<file path="config.mk">
export PLATFORM = sky130hd
export DESIGN_NAME = o2cfg_regs
export DESIGN_NICKNAME = d
export VERILOG_FILES = /design/src/o2cfg_pkg.sv /design/src/o2cfg_field_decode.sv /design/src/o2cfg_regs.sv
export VERILOG_INCLUDE_DIRS = /design/src
export SDC_FILE = /design/constraint.sdc
export NUM_CORES = 1
export LEC_CHECK = 0
export CORE_MARGIN = 4
export CORE_UTILIZATION = 30
export DETAILED_ROUTE_END_ITERATION = 10
export DONT_BUFFER_PORTS = 1
export PLACE_DENSITY_LB_ADDON = 0.12
export SLEW_MARGIN = 5
export SYNTH_ARGS = -nofsm -noshare
export SYNTH_HDL_FRONTEND = slang
export SYNTH_SLANG_ARGS = --single-unit
</file>
<file path="constraint.sdc">
create_clock -name clk -period 1.37 [get_ports clk]
set_input_delay 0.137 -clock clk [delete_from_list [all_inputs] [get_ports clk]]
set_output_delay 0.137 -clock clk [all_outputs]
set_load 0.02 [all_outputs]
</file>
<file path="src/o2cfg_params.svh">
// Offsets, field positions, reset values and field codes of the output 2 configuration registers
`ifndef O2CFG_PARAMS_SVH
`define O2CFG_PARAMS_SVH

// ==========================================================
// Register offsets and reset values
`define O2CFG_ADDR_CFG_A     8'h6c
`define O2CFG_ADDR_CFG_B     8'h6d
`define O2CFG_RESET_CFG_A    8'h20
`define O2CFG_RESET_CFG_B    8'h20

// ==========================================================
// Field positions (shared layout of both registers)
`define O2CFG_DRIVE_MSB      7
`define O2CFG_DRIVE_LSB      6
`define O2CFG_LEVEL_MSB      5
`define O2CFG_LEVEL_LSB      3
`define O2CFG_IMP_BIT        2
`define O2CFG_BIT1           1
`define O2CFG_BIT0           0

// ==========================================================
// Field codes
`define O2CFG_LEVEL_24DB     3'h0
`define O2CFG_LEVEL_18DB     3'h1
`define O2CFG_LEVEL_M12DB    3'h6
`define O2CFG_LEVEL_RSVD     3'h7
`define O2CFG_LEVEL_RESET    3'h4
`define O2CFG_DRIVE_RESET    2'h0

`endif

</file>
<file path="src/o2cfg_pkg.sv">
// Types for the output 2 configuration register block
`default_nettype none
package o2cfg_pkg;

  typedef enum logic [1:0] {
    O2CFG_DRIVE_LINE  = 2'h0,
    O2CFG_DRIVE_HP    = 2'h1,
    O2CFG_DRIVE_4OHM  = 2'h2,
    O2CFG_DRIVE_RCV   = 2'h3
  } o2cfg_drive_t;

  typedef enum logic [1:0] {
    O2CFG_ST_IDLE  = 2'b00,
    O2CFG_ST_READ  = 2'b01
  } o2cfg_state_t;

endpackage
`default_nettype wire

</file>
<file path="src/o2cfg_field_decode.sv">
// Decoder splitting one configuration byte into its shared fields
`timescale 1ns/1ps
`default_nettype none
`include "o2cfg_params.svh"

module o2cfg_field_decode (
  input  wire logic [7:0]             cfg,
  output o2cfg_pkg::o2cfg_drive_t     drive_type,
  output logic [2:0]                  level,
  output logic                        imp_sel,
  output logic                        bit1,
  output logic                        bit0
);

  // ==========================================================
  // Field split
  assign drive_type = o2cfg_pkg::o2cfg_drive_t'(cfg[`O2CFG_DRIVE_MSB:`O2CFG_DRIVE_LSB]);
  assign level      = cfg[`O2CFG_LEVEL_MSB:`O2CFG_LEVEL_LSB];
  assign imp_sel    = cfg[`O2CFG_IMP_BIT];
  assign bit1       = cfg[`O2CFG_BIT1];
  assign bit0       = cfg[`O2CFG_BIT0];

endmodule
`default_nettype wire

</file>
<file path="src/o2cfg_regs.sv">
// Output 2 channel configuration registers with decoded analog control outputs
//
// Functional notes
// - Register A at 0x6c, 8-bit read/write, resets to 0x20.
// - Register B at 0x6d, 8-bit read/write, resets to 0x20.
// - A bits 7-6: positive output drive type, reset 00.
// - B bits 7-6: negative output drive type, same codes, reset 00.
// - A bits 5-3: positive output level, 24 dB down to -12 dB, reset 100.
// - B bits 5-3: negative output level, same codes, reset 100.
// - A bit 2: negative bypass input impedance, 4.4k or 20k, reset 0.
// - B bit 2: positive bypass input impedance, 4.4k or 20k, reset 0.
// - A bit 1: bypass input differential or single-ended, reset 0.
// - A bit 0: converter 2 bandwidth, 24 kHz or 96 kHz, reset 0.
// - B bit 1: converter 2 full scale, 2 or 4 Vrms, reset 0.
// - B bit 0: converter 2 common-mode tolerance, reset 0.
//
// Added by the designer: strobed register access.
`timescale 1ns/1ps
`default_nettype none
`include "o2cfg_params.svh"

module o2cfg_regs (
  input  wire logic                   clk,
  input  wire logic                   sys_rst,
  input  wire logic [7:0]             reg_addr,
  input  wire logic [7:0]             reg_wdata,
  input  wire logic                   reg_wr,
  input  wire logic                   reg_rd,
  output logic      [7:0]             reg_rdata,
  output o2cfg_pkg::o2cfg_drive_t     pos_out_drive_type,
  output o2cfg_pkg::o2cfg_drive_t     neg_out_drive_type,
  output logic      [2:0]             pos_out_level,
  output logic      [2:0]             neg_out_level,
  output logic                        neg_bypass_input_impedance,
  output logic                        pos_bypass_input_impedance,
  output logic                        bypass_input_config,
  output logic                        conv2_bandwidth_select,
  output logic                        conv2_fullscale_select,
  output logic                        conv2_common_mode_tolerance,
  output logic                        level_code_reserved,
  output logic                        fullscale_bw_conflict
);

  // ==========================================================
  // State
  // One flop bank; the read answer is registered so the bus sees it one cycle late
  typedef struct packed {
    logic [7:0]               cfg_a;
    logic [7:0]               cfg_b;
    logic [7:0]               rdata;
    o2cfg_pkg::o2cfg_state_t  st;
  } o2cfg_regs_state_t;

  o2cfg_regs_state_t r;
  o2cfg_regs_state_t next_r;

  // Unmapped offsets read as zero rather than aliasing a register
  function automatic logic [7:0] o2cfg_read_mux(input logic [7:0] addr,
                                                input logic [7:0] a,
                                                input logic [7:0] b);
    logic [7:0] v;
    v = 8'h00;
    if (addr == `O2CFG_ADDR_CFG_A) begin
      v = a;
    end else if (addr == `O2CFG_ADDR_CFG_B) begin
      v = b;
    end
    return v;
  endfunction

  // ==========================================================
  // Address decode
  logic wr_a;
  logic wr_b;

  // Exact byte compare: neighbouring registers share the bus and must not alias
  assign wr_a = reg_wr && (reg_addr == `O2CFG_ADDR_CFG_A);
  assign wr_b = reg_wr && (reg_addr == `O2CFG_ADDR_CFG_B);

  // ==========================================================
  // Next state
  always_comb begin
    next_r = r;
    next_r.rdata = 8'h00;
    case (r.st)
      o2cfg_pkg::O2CFG_ST_IDLE: begin
        if (reg_rd) begin
          next_r.st = o2cfg_pkg::O2CFG_ST_READ;
        end
      end
      o2cfg_pkg::O2CFG_ST_READ: begin
        // Back-to-back reads keep the answer slot open
        if (!reg_rd) begin
          next_r.st = o2cfg_pkg::O2CFG_ST_IDLE;
        end
      end
      default: begin
        next_r.st = o2cfg_pkg::O2CFG_ST_IDLE;
      end
    endcase
    // Writes land at the edge that samples the strobe
    if (wr_a) begin
      next_r.cfg_a = reg_wdata;
    end
    if (wr_b) begin
      next_r.cfg_b = reg_wdata;
    end
    // All eight bits stored as written, reserved codes included, so reads never lie
    if (reg_rd) begin
      next_r.rdata = o2cfg_read_mux(reg_addr, r.cfg_a, r.cfg_b);
    end
    // Reset is applied last so that it beats a write in the same cycle
    if (sys_rst) begin
      next_r.cfg_a = `O2CFG_RESET_CFG_A;
      next_r.cfg_b = `O2CFG_RESET_CFG_B;
      next_r.rdata = 8'h00;
      next_r.st    = o2cfg_pkg::O2CFG_ST_IDLE;
    end
  end

  // Synchronous reset lives in the next-state logic, so no reset branch here
  always_ff @(posedge clk) begin
    r <= next_r;
  end

  // Data is zero outside the cycle after a read
  assign reg_rdata = r.rdata;

  // ==========================================================
  // Field decode
  // Decoder outputs, renamed below to their analog destinations
  logic imp_a;
  logic imp_b;
  logic a_bit1;
  logic a_bit0;
  logic b_bit1;
  logic b_bit0;

  // Both bytes share one layout, so one decoder serves each
  o2cfg_field_decode u_dec_a (
    .cfg        (r.cfg_a),
    .drive_type (pos_out_drive_type),
    .level      (pos_out_level),
    .imp_sel    (imp_a),
    .bit1       (a_bit1),
    .bit0       (a_bit0)
  );

  o2cfg_field_decode u_dec_b (
    .cfg        (r.cfg_b),
    .drive_type (neg_out_drive_type),
    .level      (neg_out_level),
    .imp_sel    (imp_b),
    .bit1       (b_bit1),
    .bit0       (b_bit0)
  );

  assign neg_bypass_input_impedance  = imp_a;
  assign bypass_input_config         = a_bit1;
  assign conv2_bandwidth_select      = a_bit0;
  assign pos_bypass_input_impedance  = imp_b;
  assign conv2_fullscale_select      = b_bit1;
  assign conv2_common_mode_tolerance = b_bit0;

  // Status only: the block does not override software, the analog side decides
  assign level_code_reserved   = (pos_out_level == `O2CFG_LEVEL_RSVD) ||
                                 (neg_out_level == `O2CFG_LEVEL_RSVD);
  assign fullscale_bw_conflict = b_bit1 && a_bit0;

  // ==========================================================
  // Assertions: reset values
  // Reset is synchronous, so the values show one edge after the reset sample
  AST_RESET_A: assert property (@(posedge clk) sys_rst |=> r.cfg_a == 8'h20)
    else $error("Register A reset value wrong");

  AST_RESET_B: assert property (@(posedge clk) sys_rst |=> r.cfg_b == 8'h20)
    else $error("Register B reset value wrong");

  AST_RESET_LEVEL: assert property (@(posedge clk) sys_rst |=>
      pos_out_level == 3'h4 && neg_out_level == 3'h4 && !conv2_fullscale_select)
    else $error("Level reset wrong");

  AST_RESET_DRIVE: assert property (@(posedge clk) sys_rst |=>
      pos_out_drive_type == o2cfg_pkg::O2CFG_DRIVE_LINE && neg_out_drive_type == o2cfg_pkg::O2CFG_DRIVE_LINE)
    else $error("Drive type reset wrong");

  AST_RESET_BITS: assert property (@(posedge clk) sys_rst |=>
      !neg_bypass_input_impedance && !pos_bypass_input_impedance && !bypass_input_config &&
      !conv2_bandwidth_select && !conv2_common_mode_tolerance)
    else $error("Single-bit field reset wrong");

  AST_RESET_RDATA: assert property (@(posedge clk) sys_rst |=>
      reg_rdata == 8'h00 && r.st == o2cfg_pkg::O2CFG_ST_IDLE)
    else $error("Read answer not cleared by reset");

  // ==========================================================
  // Assertions: writes and storage
  AST_WRITE_A: assert property (@(posedge clk) disable iff (sys_rst)
      reg_wr && reg_addr == 8'h6c |=> r.cfg_a == $past(reg_wdata))
    else $error("Register A write not stored");

  AST_WRITE_B: assert property (@(posedge clk) disable iff (sys_rst)
      reg_wr && reg_addr == 8'h6d |=> r.cfg_b == $past(reg_wdata))
    else $error("Register B write not stored");

  AST_POS_FIELDS: assert property (@(posedge clk) disable iff (sys_rst)
      reg_wr && reg_addr == 8'h6c |=>
      pos_out_drive_type == $past(reg_wdata[7:6]) && pos_out_level == $past(reg_wdata[5:3]) &&
      neg_bypass_input_impedance == $past(reg_wdata[2]) && bypass_input_config == $past(reg_wdata[1]) &&
      conv2_bandwidth_select == $past(reg_wdata[0]))
    else $error("Register A fields not decoded");

  AST_NEG_FIELDS: assert property (@(posedge clk) disable iff (sys_rst)
      reg_wr && reg_addr == 8'h6d |=>
      neg_out_drive_type == $past(reg_wdata[7:6]) && neg_out_level == $past(reg_wdata[5:3]) &&
      pos_bypass_input_impedance == $past(reg_wdata[2]) && conv2_fullscale_select == $past(reg_wdata[1]) &&
      conv2_common_mode_tolerance == $past(reg_wdata[0]))
    else $error("Register B fields not decoded");

  // Storage changes only on a write to its own offset
  AST_HOLD_A: assert property (@(posedge clk) disable iff (sys_rst)
      !(reg_wr && reg_addr == 8'h6c) |=> $stable(r.cfg_a))
    else $error("Register A changed without write");

  AST_HOLD_B: assert property (@(posedge clk) disable iff (sys_rst)
      !(reg_wr && reg_addr == 8'h6d) |=> $stable(r.cfg_b))
    else $error("Register B changed without write");

  AST_NO_CROSS_A: assert property (@(posedge clk) disable iff (sys_rst)
      reg_wr && reg_addr == 8'h6c |=> $stable(r.cfg_b))
    else $error("Write to A disturbed register B");

  AST_NO_CROSS_B: assert property (@(posedge clk) disable iff (sys_rst)
      reg_wr && reg_addr == 8'h6d |=> $stable(r.cfg_a))
    else $error("Write to B disturbed register A");

  // Neighbouring offsets must neither store nor disturb
  AST_UNMAPPED_WRITE: assert property (@(posedge clk) disable iff (sys_rst)
      reg_wr && reg_addr != 8'h6c && reg_addr != 8'h6d |=> $stable(r.cfg_a) && $stable(r.cfg_b))
    else $error("Unmapped write changed a register");

  // ==========================================================
  // Assertions: reads
  // The answer stands for exactly one cycle; outside it the bus reads zero
  AST_READ_A: assert property (@(posedge clk) disable iff (sys_rst)
      reg_rd && reg_addr == 8'h6c |=> reg_rdata == $past(r.cfg_a))
    else $error("Register A read wrong");

  AST_READ_B: assert property (@(posedge clk) disable iff (sys_rst)
      reg_rd && reg_addr == 8'h6d |=> reg_rdata == $past(r.cfg_b))
    else $error("Register B read wrong");

  AST_READBACK: assert property (@(posedge clk) disable iff (sys_rst)
      reg_wr && reg_addr == 8'h6d ##1 reg_rd && reg_addr == 8'h6d
      |=> reg_rdata == $past(reg_wdata, 2))
    else $error("Register B readback mismatch");

  AST_READBACK_A: assert property (@(posedge clk) disable iff (sys_rst)
      reg_wr && reg_addr == 8'h6c ##1 reg_rd && reg_addr == 8'h6c
      |=> reg_rdata == $past(reg_wdata, 2))
    else $error("Register A readback mismatch");

  AST_UNMAPPED: assert property (@(posedge clk) disable iff (sys_rst)
      reg_rd && reg_addr != 8'h6c && reg_addr != 8'h6d |=> reg_rdata == 8'h00)
    else $error("Unmapped read not zero");

  AST_READ_SLOT: assert property (@(posedge clk) disable iff (sys_rst)
      reg_rd |=> r.st == o2cfg_pkg::O2CFG_ST_READ)
    else $error("Read answer slot not opened");

  AST_ANSWER_SLOT: assert property (@(posedge clk) disable iff (sys_rst)
      r.st == o2cfg_pkg::O2CFG_ST_IDLE |-> reg_rdata == 8'h00)
    else $error("Read data outside answer slot");

  AST_RDATA_IDLE: assert property (@(posedge clk) disable iff (sys_rst)
      !reg_rd |=> reg_rdata == 8'h00)
    else $error("Read data held too long");

  // ==========================================================
  // Assertions: software misuse flags
  // Flags only report misuse; storage is never altered by them
  AST_RSVD_FLAG: assert property (@(posedge clk) disable iff (sys_rst)
      reg_wr && (reg_addr == 8'h6c || reg_addr == 8'h6d) && reg_wdata[5:3] == 3'h7 |=> level_code_reserved)
    else $error("Reserved level code not flagged");

  AST_RSVD_CLEAR: assert property (@(posedge clk) disable iff (sys_rst)
      reg_wr && reg_addr == 8'h6c && reg_wdata[5:3] != 3'h7 && neg_out_level != 3'h7
      |=> !level_code_reserved)
    else $error("Reserved level flag stuck");

  AST_CONFLICT_FLAG: assert property (@(posedge clk) disable iff (sys_rst)
      reg_wr && reg_addr == 8'h6d && reg_wdata[1] && conv2_bandwidth_select
      |=> fullscale_bw_conflict)
    else $error("Full scale and bandwidth conflict not flagged");

  AST_CONFLICT_CLEAR: assert property (@(posedge clk) disable iff (sys_rst)
      reg_wr && reg_addr == 8'h6d && !reg_wdata[1] |=> !fullscale_bw_conflict)
    else $error("Conflict flag stuck");

  // ==========================================================
  // Coverage of the main scenarios
  COV_WRITE_A: cover property (@(posedge clk) reg_wr && reg_addr == 8'h6c);
  COV_READ_B: cover property (@(posedge clk) reg_rd && reg_addr == 8'h6d);
  COV_B2B: cover property (@(posedge clk) reg_wr ##1 reg_rd);
  COV_RSVD: cover property (@(posedge clk) level_code_reserved);
  COV_CONFLICT: cover property (@(posedge clk) fullscale_bw_conflict);

endmodule
`default_nettype wire

</file>
==> impl_metrics.json <==
{
  "p_switching_mw": 0.243,
  "p_int_mw": 0.894,
  "leakagePower_nw": 0.461,
  "grt_pass1_wl_um": 3750,
  "crit_chain": "nand3_1, nand2_1",
  "dieArea_um2": 4320,
  "worst_ep_required_time_ns": 1.23,
  "path_class": "flip-flop to primary output",
  "final_common_cell": "mux2i_1",
  "cts_tree": "built",
  "power_frac_clock_pct": 33.4,
  "final_cell_mix": "mux2i_1, dfxtp_1, nand2b_1",
  "tightest_slew_ns": 0.539,
  "r2r_cells": 2,
  "min_period_over_period_pct": 94.6,
  "post_synth.cell_area_avg_um2": 10.6,
  "drcViolationCount": 0,
  "grt_overflow": 0,
  "finalSetupViolations": 0,
  "sw_frac_of_total_pct": 21.4,
  "num_rows": 20,
  "min_from": "reg_wdata[4]",
  "max-clock-path-buffers": 2,
  "area_growth_syn_to_layout_pct": 13.8,
  "synth_cell_types": 14,
  "endpoint_kind": "primary output",
  "clock-sinks": 24,
  "drv_cap": 0,
  "antenna_cells": 0,
  "min_delay_path_depth": 2,
  "combPwrFrac_pct": 5.0,
  "die_y_um": 65.7,
  "hp-class": "input port to flip-flop",
  "status": "complete, but fails checks",
  "hold_viol_final": 1,
  "fin_skew_ns": 0.00579,
  "finalCriticalPeriod_ns": 1.30,
  "rsz0062_at_grt": "no",
  "coreArea_um2": 3130,
  "layout-drive-gt1-share_pct": 8.82,
  "grt_pass1_vias": 708,
  "dr.pass1.iters": 4,
  "reg2reg_slack_ns": 0.56,
  "relSlewSlack_pct": 64.0,
  "final.setup.tns_ns": 0,
  "die_x_um": 65.7,
  "fmax_mhz": 771,
  "crit_fanout": 4,
  "clk_latency_ns": 0.31,
  "synth_fp_nets": 114,
  "max_stage_delay_ns": 0.53,
  "vias": 676,
  "holdPathEnd": "r[14]",
  "drtAntennaViolNets": 0,
  "peakVddDrop_mv": 0.336,
  "seqPwrFrac_pct": 61.6,
  "ys_seq_area_share_pct": 48.1,
  "htree_levels": 1,
  "post_cts_buffers": 0,
  "track_usage_pct": 11.5,
  "critPathLaunch": "r[14]",
  "r2r-end": "reg_rdata[5]",
  "io_buffers": 0,
  "antenna_found_initial": 0,
  "postSynthCellCount": 94,
  "final-max-slew-violation-count": 0,
  "gp_congestion": 0.651,
  "synth_seq_cells": 24,
  "clk_pin_slew_ns": 0.14,
  "ys_warn_count": 0,
  "routedWlPerCell_um": 16.0,
  "holdWs_ns": -0.000223,
  "start_util_pct": 32.0,
  "ios": 46,
  "crit_path_top_delay_cell": "dfxtp_1",
  "syn_area_um2": 1000,
  "utilization_pct": 36.4,
  "root_buffer": "clkbuf_4",
  "vias_per_cell": 4.63,
  "fillCellCount": 318,
  "r2r_start": "r[15]",
  "drt-total-wl_um": 2340,
  "grt_max_degree": 18,
  "start_kind": "flip-flop",
  "cts_buffers": 3,
  "critical_path_arrival_ns": 1.16,
  "violations": "negative hold slack",
  "initialDrtViolationCount": 9,
  "final_net_count": 123,
  "p_per_area_nw_per_um2": 1000
}
==> cells in the mapped netlist (all sizes together) <==
library cell  count  area share [%]
nor4bb            1             1.0
clkbuf            2            0.75
nor2             11             4.1
nand2b           21              13
and2              1            0.63
nand3             4             2.5
buf               2             2.3
mux2i            24              24
nand2             1            0.38
and3b             1            0.88
and4bb            1             1.3
and4b             1             1.0
dfxtp            24              48
==> critical path: cells and delay by family (launching register included) <==
kind | cells | cell delay, ns
DFF | 1 | 0.53
and+or+nand+nor | 2 | 0.31
==> registers in the layout, indices dropped and copies added (netlist names) <==
name and count:
reg_rdata 8, r 16
==> worst max path at each step <==
stage	end
detailed placement	r[16]
global route	level_code_reserved
finish	level_code_reserved
global placement	r[17]
floorplan	r[18]
CTS	level_code_reserved
==> per-layer routing <==
metal,vias to the layer above,wire length (µm),GRT usage [%]
met1,301,1020,14.7
met4,0,19,4.66
met3,2,234,3.59
li1,340,-,-
met5,-,0,0
met2,33,1070,17.9
==> area by class of cell <==
class                   count  area [µm²]  share of cell area (%)
multi-input cells          66         489                    43.0
repair buffers              8        75.1                    6.60
clock buffers               4        36.3                    3.19
well taps                  44        55.1                    4.84
flip-flops and latches     24         482                    42.4
==> cells by family after synthesis <==
logic type | share of synthesized area [%]
muxes | 24.0
and+or+nand+nor | 24.9
buffers and inverters | 3.00
DFF | 48.1
==> through the flow <==
step           instances  power, mW  hold WS, ns  instance area, µm²  setup WS (ns)
2_1_floorplan         94      0.756        0.308                1000          0.394
3_3_place_gp         136      0.746        0.295                1040          0.303
3_5_place_dp         136      0.747        0.304                1040          0.287
4_1_cts              146       1.15     0.000915                1140         0.0608
5_1_grt              146       1.18      0.00653                1140        0.00354
6_report             146       1.14    -0.000223                1140         0.0735
==> power by group through the flow <==
stage / registers (mW) / logic [mW] / clock network, mW
detailed placement: 0.715 / 0.0314 / 0
global placement: 0.715 / 0.0309 / 0
finish: 0.700 / 0.0572 / 0.380
global route: 0.700 / 0.0623 / 0.416
CTS: 0.700 / 0.0581 / 0.390
floorplan: 0.715 / 0.0404 / 0
==> timing repair <==
action	in CTS	in global routing
gates resized for setup	0	1
endpoints found under the setup margin	0	1
hold buffers	6	0
endpoints found under the hold margin	24	0
Note: power is estimated with default switching activity, not from simulation.
